--- config.mk ---
export PLATFORM = sky130hd
export DESIGN_NAME = pwmdt_top
export DESIGN_NICKNAME = d
export VERILOG_FILES = /design/src/pwmdt_pkg.sv /design/src/pwmdt_reg_if.sv /design/src/pwmdt_apb_regs.sv /design/src/pwmdt_edge_trim.sv /design/src/pwmdt_top.sv
export VERILOG_INCLUDE_DIRS = /design/src
export SDC_FILE = /design/constraint.sdc
export NUM_CORES = 1
export LEC_CHECK = 0
export BUFFER_PORTS_ARGS = -buffer_cell sky130_fd_sc_hd__buf_2
export CAP_MARGIN = 20
export CORE_UTILIZATION = 49
export DETAILED_ROUTE_END_ITERATION = 12
export HOLD_SLACK_MARGIN = 0.05
export PLACE_DENSITY = 0.83
export SLEW_MARGIN = 20
export SYNTH_ARGS = -nofsm -noshare
export SYNTH_HDL_FRONTEND = slang
export SYNTH_SLANG_ARGS = --single-unit
--- constraint.sdc ---
create_clock -name pclk -period 2.6 [get_ports pclk]
set_input_delay 0.52 -clock pclk [delete_from_list [all_inputs] [get_ports pclk]]
set_output_delay 0.52 -clock pclk [all_outputs]
set_load 0.02 [all_outputs]
--- src/pwmdt_defs.svh ---
// register indices, field positions, reset values and timing figures
`ifndef PWMDT_DEFS_SVH
`define PWMDT_DEFS_SVH

// ----------------------------------------------------------------------
// register indices (byte address is four times the index)
// ----------------------------------------------------------------------
`define PWMDT_IDX_TRIM_NT 8'h6D
`define PWMDT_IDX_TRIM_ET 8'h6E
`define PWMDT_IDX_STATUS 8'h70
`define PWMDT_ADDR_W 12

// ----------------------------------------------------------------------
// trim byte layout
// ----------------------------------------------------------------------
`define PWMDT_POL_HI_BIT 7
`define PWMDT_OFS_HI_MSB 6
`define PWMDT_OFS_HI_LSB 4
`define PWMDT_POL_LO_BIT 3
`define PWMDT_OFS_LO_MSB 2
`define PWMDT_OFS_LO_LSB 0
`define PWMDT_TRIM_RESET 8'h00

// ----------------------------------------------------------------------
// status word layout
// ----------------------------------------------------------------------
`define PWMDT_ST_NT_LSB 0
`define PWMDT_ST_ET_LSB 8
`define PWMDT_ST_PEND_BIT 16
`define PWMDT_ST_CLAMP_LSB 20
`define PWMDT_ST_CNT_LSB 24

// ----------------------------------------------------------------------
// timing figures
// ----------------------------------------------------------------------
`define PWMDT_CLK_NS 20
`define PWMDT_TICK_NS 5
`define PWMDT_STEP_NS 5
`define PWMDT_MAX_NS 35
`define PWMDT_STEP_TICKS (`PWMDT_STEP_NS / `PWMDT_TICK_NS)

`endif

--- src/pwmdt_pkg.sv ---
// types and helpers shared by the edge trim design
package pwmdt_pkg;

   // ----------------------------------------------------------------------
   // types
   // ----------------------------------------------------------------------
   typedef logic [7:0] pwmdt_byte_t;

   typedef struct packed {
      logic neg;          // 1 moves the edge earlier
      logic [2:0] code;   // offset in 5 ns steps
   } pwmdt_trim_s;

   // pick the upper or lower trim field out of a register byte
   function automatic pwmdt_trim_s pwmdt_unpack(input pwmdt_byte_t b,
                                               input logic upper);
      pwmdt_trim_s t;
      if (upper) begin
         t.neg = b[7];
         t.code = b[6:4];
      end else begin
         t.neg = b[3];
         t.code = b[2:0];
      end
      return t;
   endfunction

   // byte address of a register index
   function automatic logic [11:0] pwmdt_addr(input logic [7:0] idx);
      return {2'b00, idx, 2'b00};
   endfunction

endpackage

--- src/pwmdt_reg_if.sv ---
// carrier between the register slave and the trim core
`timescale 1ns/100ps
interface pwmdt_reg_if;
   pwmdt_pkg::pwmdt_byte_t trim_nt;   // live edge nine/ten byte
   pwmdt_pkg::pwmdt_byte_t trim_et;   // live edge eleven/twelve byte
   logic trim_wr;                     // pulse: a trim byte was written
   logic [31:0] status;               // core state for readback

   modport regs (output trim_nt, output trim_et, output trim_wr,
                 input status);
   modport core (input trim_nt, input trim_et, input trim_wr,
                 output status);
endinterface

--- src/pwmdt_apb_regs.sv ---
// apb slave holding the two trim bytes and the status readback
`timescale 1ns/100ps
`include "pwmdt_defs.svh"
module pwmdt_apb_regs (
   input wire logic pclk,                            // bus clock
   input wire logic presetn,                         // async reset, low
   input wire logic [`PWMDT_ADDR_W-1:0] paddr,       // byte address
   input wire logic psel,                            // slave select
   input wire logic penable,                         // access phase
   input wire logic pwrite,                          // 1 write
   input wire logic [31:0] pwdata,                   // write data
   input wire logic [3:0] pstrb,                     // byte strobes
   output logic [31:0] prdata,                       // read data
   output logic pready,                              // transfer done
   output logic pslverr,                             // unmapped address
   pwmdt_reg_if.regs rif                             // core side
);
   logic hit_nt;
   logic hit_et;
   logic hit_st;
   logic mapped;
   logic take;

   // ----------------------------------------------------------------------
   // decode
   // ----------------------------------------------------------------------
   assign hit_nt = paddr == pwmdt_pkg::pwmdt_addr(`PWMDT_IDX_TRIM_NT);
   assign hit_et = paddr == pwmdt_pkg::pwmdt_addr(`PWMDT_IDX_TRIM_ET);
   assign hit_st = paddr == pwmdt_pkg::pwmdt_addr(`PWMDT_IDX_STATUS);
   assign mapped = hit_nt | hit_et | hit_st;
   // the completing edge of an access phase
   assign take = psel & penable & pready;

   // one wait state: pready rises one edge into the access phase
   always_ff @(posedge pclk or negedge presetn) begin
      if (!presetn) begin
         pready <= 1'b0;
         pslverr <= 1'b0;
      end else begin
         pready <= psel & penable & ~pready;
         pslverr <= psel & penable & ~pready & ~mapped;
      end
   end

   // read data is captured with pready so it is a flop output
   always_ff @(posedge pclk or negedge presetn) begin
      if (!presetn) begin
         prdata <= 32'h0000_0000;
      end else if (psel & penable & ~pready & ~pwrite) begin
         if (hit_nt) begin
            prdata <= {24'h00_0000, rif.trim_nt};
         end else if (hit_et) begin
            prdata <= {24'h00_0000, rif.trim_et};
         end else if (hit_st) begin
            prdata <= rif.status;
         end else begin
            prdata <= 32'h0000_0000;
         end
      end
   end

   // write strobe is not registered: pending must rise with the byte,
   // or a boundary one edge later would apply it and still leave pending
   assign rif.trim_wr = take & pwrite & pstrb[0] & (hit_nt | hit_et);

   // trim bytes: only lane 0 carries data, upper lanes are ignored
   always_ff @(posedge pclk or negedge presetn) begin
      if (!presetn) begin
         rif.trim_nt <= `PWMDT_TRIM_RESET;
         rif.trim_et <= `PWMDT_TRIM_RESET;
      end else begin
         if (take & pwrite & pstrb[0] & hit_nt) begin
            rif.trim_nt <= pwdata[7:0];
         end
         if (take & pwrite & pstrb[0] & hit_et) begin
            rif.trim_et <= pwdata[7:0];
         end
      end
   end
endmodule

--- src/pwmdt_edge_trim.sv ---
// one edge: nominal time moved by a signed 5 ns trim, saturating
`timescale 1ns/100ps
module pwmdt_edge_trim #(
   parameter int EDGE_W = 16                  // edge time width in ticks
) (
   input wire logic pclk,                     // core clock
   input wire logic presetn,                  // async reset, low
   input wire logic [EDGE_W-1:0] nominal,     // nominal edge, 5 ns ticks
   input wire pwmdt_pkg::pwmdt_trim_s trim,   // applied trim
   output logic [EDGE_W-1:0] adjusted,        // trimmed edge time
   output logic clamped                       // result saturated
);
   logic [EDGE_W:0] ofs;
   logic [EDGE_W:0] sum;
   logic [EDGE_W:0] dif;

   // ----------------------------------------------------------------------
   // arithmetic
   // ----------------------------------------------------------------------
   if (EDGE_W < 4) begin : g_bad_width
      $error("edge width must hold the largest trim");
   end

   // code is in steps; one step is a whole number of ticks
   assign ofs = (EDGE_W+1)'(trim.code) * (EDGE_W+1)'(`PWMDT_STEP_TICKS);
   assign sum = {1'b0, nominal} + ofs;
   assign dif = {1'b0, nominal} - ofs;

   // saturate rather than wrap, a wrapped edge would land a period away
   always_ff @(posedge pclk or negedge presetn) begin
      if (!presetn) begin
         adjusted <= '0;
         clamped <= 1'b0;
      end else if (trim.neg) begin
         adjusted <= dif[EDGE_W] ? '0 : dif[EDGE_W-1:0];
         clamped <= dif[EDGE_W];
      end else begin
         adjusted <= sum[EDGE_W] ? '1 : sum[EDGE_W-1:0];
         clamped <= sum[EDGE_W];
      end
   end
endmodule

--- src/pwmdt_top.sv ---
// edge dead-time trim block: apb registers, period-aligned apply, edges
//
// Local design decision: the APB slave port.
`timescale 1ns/100ps
`include "pwmdt_defs.svh"

// What this block does
// edge nine moved by upper field, first byte
// edge ten moved by lower field, first byte
// edge eleven moved by upper field, second byte
// edge twelve moved by lower field, second byte
// edge eleven/twelve byte at index 6E
// edge nine/ten byte at index 6D
// new trims take effect at period start
module pwmdt_top #(
   parameter int EDGE_W = 16                      // edge time width, ticks
) (
   input wire logic pclk,                         // core clock, 50 MHz
   input wire logic presetn,                      // async reset, low
   input wire logic [`PWMDT_ADDR_W-1:0] paddr,    // apb byte address
   input wire logic psel,                         // apb select
   input wire logic penable,                      // apb access phase
   input wire logic pwrite,                       // apb direction
   input wire logic [31:0] pwdata,                // apb write data
   input wire logic [3:0] pstrb,                  // apb byte strobes
   output logic [31:0] prdata,                    // apb read data
   output logic pready,                           // apb ready
   output logic pslverr,                          // apb error
   input wire logic period_start,                 // pulse, new period
   input wire logic [EDGE_W-1:0] edge_nine_nom,   // nominal edge nine
   input wire logic [EDGE_W-1:0] edge_ten_nom,    // nominal edge ten
   input wire logic [EDGE_W-1:0] edge_eleven_nom, // nominal edge eleven
   input wire logic [EDGE_W-1:0] edge_twelve_nom, // nominal edge twelve
   output logic [EDGE_W-1:0] edge_nine_timing,    // trimmed edge nine
   output logic [EDGE_W-1:0] edge_ten_timing,     // trimmed edge ten
   output logic [EDGE_W-1:0] edge_eleven_timing,  // trimmed edge eleven
   output logic [EDGE_W-1:0] edge_twelve_timing,  // trimmed edge twelve
   output logic trim_pending                      // written, not yet applied
);

   // ----------------------------------------------------------------------
   // elaboration checks
   // ----------------------------------------------------------------------

   // the largest trim is seven ticks, so four bits is the floor
   if (EDGE_W < 4) begin : g_bad_width
      $error("EDGE_W too small for the trim range");
   end

   // the trim table only maps onto whole ticks
   if ((`PWMDT_STEP_NS % `PWMDT_TICK_NS) != 0) begin : g_bad_tick
      $error("trim step is not a whole number of ticks");
   end

   // the top code must land on the largest documented offset
   if (7 * `PWMDT_STEP_NS != `PWMDT_MAX_NS) begin : g_bad_range
      $error("trim step and range disagree");
   end

   // ----------------------------------------------------------------------
   // declarations
   // ----------------------------------------------------------------------
   pwmdt_reg_if rif ();

   // trim bytes as applied to the running period
   pwmdt_pkg::pwmdt_byte_t applied_nt;
   pwmdt_pkg::pwmdt_byte_t applied_et;

   // per-edge trims unpacked from the applied bytes
   pwmdt_pkg::pwmdt_trim_s trim_nine;
   pwmdt_pkg::pwmdt_trim_s trim_ten;
   pwmdt_pkg::pwmdt_trim_s trim_eleven;
   pwmdt_pkg::pwmdt_trim_s trim_twelve;

   // saturation flags from each edge
   logic clamp_nine;
   logic clamp_ten;
   logic clamp_eleven;
   logic clamp_twelve;

   // count of periods that took a new trim set
   logic [7:0] apply_count;
   logic next_pending;
   logic apply_now;

   // ----------------------------------------------------------------------
   // register slave
   // ----------------------------------------------------------------------

   // apb decode and the two live bytes live in the slave
   pwmdt_apb_regs u_regs (
      .pclk    (pclk),
      .presetn (presetn),
      .paddr   (paddr),
      .psel    (psel),
      .penable (penable),
      .pwrite  (pwrite),
      .pwdata  (pwdata),
      .pstrb   (pstrb),
      .prdata  (prdata),
      .pready  (pready),
      .pslverr (pslverr),
      .rif     (rif.regs)
   );

   // ----------------------------------------------------------------------
   // period-aligned apply
   // ----------------------------------------------------------------------

   // a period boundary always reloads, so a stale pending cannot stick
   assign apply_now = period_start;

   // a write in the boundary cycle keeps pending set: the reload at
   // that edge still sees the old byte, so the next period takes it
   always_comb begin
      next_pending = trim_pending;
      if (apply_now) begin
         next_pending = 1'b0;
      end
      if (rif.trim_wr) begin
         next_pending = 1'b1;
      end
   end

   // pending flag, set wins over the clear
   always_ff @(posedge pclk or negedge presetn) begin
      if (!presetn) begin
         trim_pending <= 1'b0;
      end else begin
         trim_pending <= next_pending;
      end
   end

   // shadow bytes only move on a boundary, never mid-period
   always_ff @(posedge pclk or negedge presetn) begin
      if (!presetn) begin
         applied_nt <= `PWMDT_TRIM_RESET;
         applied_et <= `PWMDT_TRIM_RESET;
      end else if (apply_now) begin
         applied_nt <= rif.trim_nt;
         applied_et <= rif.trim_et;
      end
   end

   // counts only boundaries that carried a pending change; wraps
   always_ff @(posedge pclk or negedge presetn) begin
      if (!presetn) begin
         apply_count <= 8'h00;
      end else if (apply_now && trim_pending) begin
         apply_count <= apply_count + 8'h01;
      end
   end

   // ----------------------------------------------------------------------
   // field split
   // ----------------------------------------------------------------------

   // upper nibble of each byte drives the odd-numbered edge
   assign trim_nine = pwmdt_pkg::pwmdt_unpack(applied_nt, 1'b1);
   assign trim_ten = pwmdt_pkg::pwmdt_unpack(applied_nt, 1'b0);
   assign trim_eleven = pwmdt_pkg::pwmdt_unpack(applied_et, 1'b1);
   assign trim_twelve = pwmdt_pkg::pwmdt_unpack(applied_et, 1'b0);

   // ----------------------------------------------------------------------
   // edge arithmetic
   // ----------------------------------------------------------------------

   // edge nine
   pwmdt_edge_trim #(
      .EDGE_W (EDGE_W)
   ) u_edge_nine (
      .pclk     (pclk),
      .presetn  (presetn),
      .nominal  (edge_nine_nom),
      .trim     (trim_nine),
      .adjusted (edge_nine_timing),
      .clamped  (clamp_nine)
   );

   // edge ten
   pwmdt_edge_trim #(
      .EDGE_W (EDGE_W)
   ) u_edge_ten (
      .pclk     (pclk),
      .presetn  (presetn),
      .nominal  (edge_ten_nom),
      .trim     (trim_ten),
      .adjusted (edge_ten_timing),
      .clamped  (clamp_ten)
   );

   // edge eleven
   pwmdt_edge_trim #(
      .EDGE_W (EDGE_W)
   ) u_edge_eleven (
      .pclk     (pclk),
      .presetn  (presetn),
      .nominal  (edge_eleven_nom),
      .trim     (trim_eleven),
      .adjusted (edge_eleven_timing),
      .clamped  (clamp_eleven)
   );

   // edge twelve
   pwmdt_edge_trim #(
      .EDGE_W (EDGE_W)
   ) u_edge_twelve (
      .pclk     (pclk),
      .presetn  (presetn),
      .nominal  (edge_twelve_nom),
      .trim     (trim_twelve),
      .adjusted (edge_twelve_timing),
      .clamped  (clamp_twelve)
   );

   // ----------------------------------------------------------------------
   // status readback
   // ----------------------------------------------------------------------

   // software sees what the running period uses, not what it wrote
   always_comb begin
      rif.status = 32'h0000_0000;
      rif.status[`PWMDT_ST_NT_LSB +: 8] = applied_nt;
      rif.status[`PWMDT_ST_ET_LSB +: 8] = applied_et;
      rif.status[`PWMDT_ST_PEND_BIT] = trim_pending;
      rif.status[`PWMDT_ST_CLAMP_LSB] = clamp_nine;
      rif.status[`PWMDT_ST_CLAMP_LSB + 1] = clamp_ten;
      rif.status[`PWMDT_ST_CLAMP_LSB + 2] = clamp_eleven;
      rif.status[`PWMDT_ST_CLAMP_LSB + 3] = clamp_twelve;
      rif.status[`PWMDT_ST_CNT_LSB +: 8] = apply_count;
   end

endmodule

==> results.cfg <==
[synthesis]
yosys_most_used_dff = dfrtp_1
synth_seq_area_share_pct = 41.5
synth_cell_types = 77
synthArstFlopShare_pct = 100
synth-seq-cells = 140
syn_area_mm2 = 0.00845
syn_avg_cell_area_um2 = 9.08
synth_edf_count = 0
ys_warn_count = 0
netlist_instances = 931

[clocking]
cts.htree.levels = 4
cts_hold_buf = 0
clock-sinks = 140
numCtsBuffers = 17
cts_root_buf = clkbuf_16
cts_tree = done
cts_setup_buffers = 0
clk_path_buf_depth = 2
clk_latency_ns = 0.43
post_cts_resized = 0
clk_pin_slew_ns = 0.06

[critical_path]
slowest_stage = dfrtp_1
slowest_delay_ns = 0.43
crit_chain = ha_1 > fa_1 > nor2b_1 > o21ai_0 > nor2_1 > nand3_1 > inv_1 > or3_1
worstSetupPathType = flop to flop
end_kind = flop
cp.arrival_ns = 2.72
r2r_setup_slack_ns = 0.17
path_delay_family = simple AND/OR/NAND/NOR gates
cp-start-kind = flop
r2r-end = u_edge_nine.adjusted[8]
crit_path_max_fanout = 5
ff2ff_path_depth = 8
crit_required_ns = 2.89
crit_buf_inv = 1
worstReg2RegStart = applied_nt[4]

[sta]
finClkSkew_ns = 0.00801
min_period_ns = 2.43
max-slew-margin-rel_pct = 36.7
finalCritPeriodShare_pct = 93.3
setup_viol = 0
drv_slew = 0
worst_slew_pin_slew_ns = 0.950
rsz0062_at_grt = no
fmax_mhz = 412
finalHoldViolCount = 0
finalSetupTns_ns = 0

[global_routing]
grt_pass1_vias = 7294
grt_pass1_wl_um = 36500
grt_antenna_before_repair = 1
gr-total-overflow = 0
grt_max_degree = 57
globalRouteTotalUtil_pct = 26.0

[route]
drc_errors = 0
routed_wl_um = 22400
first_iter_violations = 588
drt-wirelength-per-cell_um = 16.4
viasPerCell = 5.73
vias = 7864
dr.pass1.iters = 6
drtAntennaViolNets = 0

[power]
p_leak_nw = 4.90
p_per_area_mw_per_mm2 = 508
power_mw = 5.33
ir_drop_uv = 471

[place]
dp_hpwl_um = 16500
portBuffers = 186
place_congestion = 0.938

[layout]
nets = 1293
area_delta_synth_final_pct = 24.2
drive_gt1_share_pct = 27.4
fill_cells = 1405

[job]
maxCapViolCount = 0

[floorplanning]
initial_core_util_pct = 50.6
io_pins = 217
row_count = 47
die_w_um = 133
dieHeight_um = 133
dieArea_mm2 = 0.0178
core_area_mm2 = 0.0167

[min_path]
holdCritPathClass = input port to async pin

[outcome]
outcome = finished, final reports clean
==> power breakdown <==
part / internal [mW] / switching [mW] / total, mW
sequential: 2.25 / 0.0247 / 2.27
clock: 1.46 / 0.965 / 2.43
combinational: 0.227 / 0.404 / 0.632
==> metrics by stage <==
stage / utilization, % / hold slack, ns / setup slack [ns] / area (um^2) / cells
3_5_place_dp: 59.3 / 0.451 / -0.130 / 9900 / 1339
3_3_place_gp: 59.3 / 0.444 / -0.101 / 9900 / 1339
5_1_grt: 62.8 / 0.104 / 0.0562 / 10500 / 1372
4_1_cts: 62.8 / 0.0822 / 0.159 / 10500 / 1371
6_report: 62.8 / 0.0661 / 0.173 / 10500 / 1372
2_1_floorplan: - / 0.224 / 0.0247 / 8460 / 933
==> metal layers <==
| layer | GRT usage (%) | up-vias | part of all wire, % |
|---|---|---|---|
| met5 | 0 | - | 0 |
| met2 | 42.1 | 327 | 48 |
| met3 | 4.87 | 37 | 7.4 |
| met1 | 34.9 | 3745 | 43 |
| li1 | - | 3755 | - |
| met4 | 8.90 | 0 | 2.0 |
==> Yosys cell counts, drive strengths merged (7+ instances only) <==
| library cell | count | area [um^2] |
|---|---|---|
| a21oi | 25 | 125 |
| a22oi | 7 | 52.6 |
| a31oi | 8 | 50.1 |
| and2 | 9 | 56.3 |
| and3 | 12 | 75.1 |
| buf | 12 | 78.8 |
| clkbuf | 43 | 163 |
| dfrtp | 140 | 3500 |
| fa | 8 | 160 |
| ha | 29 | 363 |
| inv | 36 | 135 |
| mux2 | 25 | 282 |
| nand2 | 108 | 405 |
| nand2b | 11 | 68.8 |
| nand3 | 55 | 275 |
| nand4 | 11 | 68.8 |
| nor2 | 73 | 274 |
| nor2b | 17 | 106 |
| nor3 | 36 | 185 |
| nor3b | 8 | 60.1 |
| nor4 | 10 | 62.6 |
| o211ai | 14 | 105 |
| o21ai | 56 | 284 |
| o221ai | 8 | 70.1 |
| o22ai | 8 | 50.1 |
| o31ai | 12 | 118 |
| or3 | 17 | 116 |
| xnor2 | 31 | 272 |
| xor2 | 11 | 96.3 |
==> logic make-up after synthesis <==
group | after synthesis | share of synthesized area (%)
mux | 32 | 4.31
simple gates | 392 | 23.2
compound gates | 196 | 16.0
other cells | 1 | 0.0444
xor+xnor | 42 | 4.35
buf+inv | 91 | 4.46
fa+ha+maj | 37 | 6.19
flops | 140 | 41.5
==> how the worst max path moves through the flow <==
stage,end,slack [ns],from,cells after the start
global placement,u_edge_eleven.adjusted[10],-0.10,edge_eleven_nom[0],10
CTS,u_edge_twelve.adjusted[13],0.16,applied_et[0],8
detailed placement,u_edge_eleven.adjusted[10],-0.13,edge_eleven_nom[0],10
finish,u_edge_nine.adjusted[8],0.17,applied_nt[4],8
floorplan,u_edge_eleven.adjusted[10],0.02,edge_eleven_nom[0],9
global route,u_edge_nine.adjusted[8],0.06,applied_nt[4],8
==> placed cells by master, fill, tap and decap left out, types with 12 or more instances in the layout <==
cell and count:
nand3_1 55, o211ai_1 14, xnor2_1 31, o21ai_0 54, clkbuf_16 17, inv_1 36
nor3_1 34, and3_1 12, nor2b_1 17, a21oi_1 25, buf_4 51, nor2_1 73
dfrtp_1 139, mux2_2 25, nand2_1 108, or3_1 15, buf_2 185, ha_1 29
==> flip-flops by register name (all words and copies together), names as in the netlist <==
name / flops
applied_et: 8
applied_nt: 8
apply_count: 8
trim_pending: 1
u_edge_eleven.adjusted: 16
u_edge_eleven.clamped: 1
u_edge_nine.adjusted: 16
u_edge_nine.clamped: 1
u_edge_ten.adjusted: 16
u_edge_ten.clamped: 1
u_edge_twelve.adjusted: 16
u_edge_twelve.clamped: 1
u_regs.prdata: 29
u_regs.pready: 1
u_regs.pslverr: 1
u_regs.rif.trim_et: 8
u_regs.rif.trim_nt: 8
==> cell type report <==
| cell class | instances | area [um^2] | area share (%) |
|---|---|---|---|
| clock inverter | 13 | 139 | 1.32 |
| sequential | 140 | 3500 | 33.4 |
| multi-input combinational | 702 | 4580 | 43.7 |
| tap | 220 | 275 | 2.62 |
| antenna | 1 | 2.50 | 0.0238 |
| inverter | 36 | 135 | 1.29 |
| clock buffer | 19 | 453 | 4.32 |
| timing repair buffer | 241 | 1400 | 13.3 |
(Power assumes the default switching activity.)
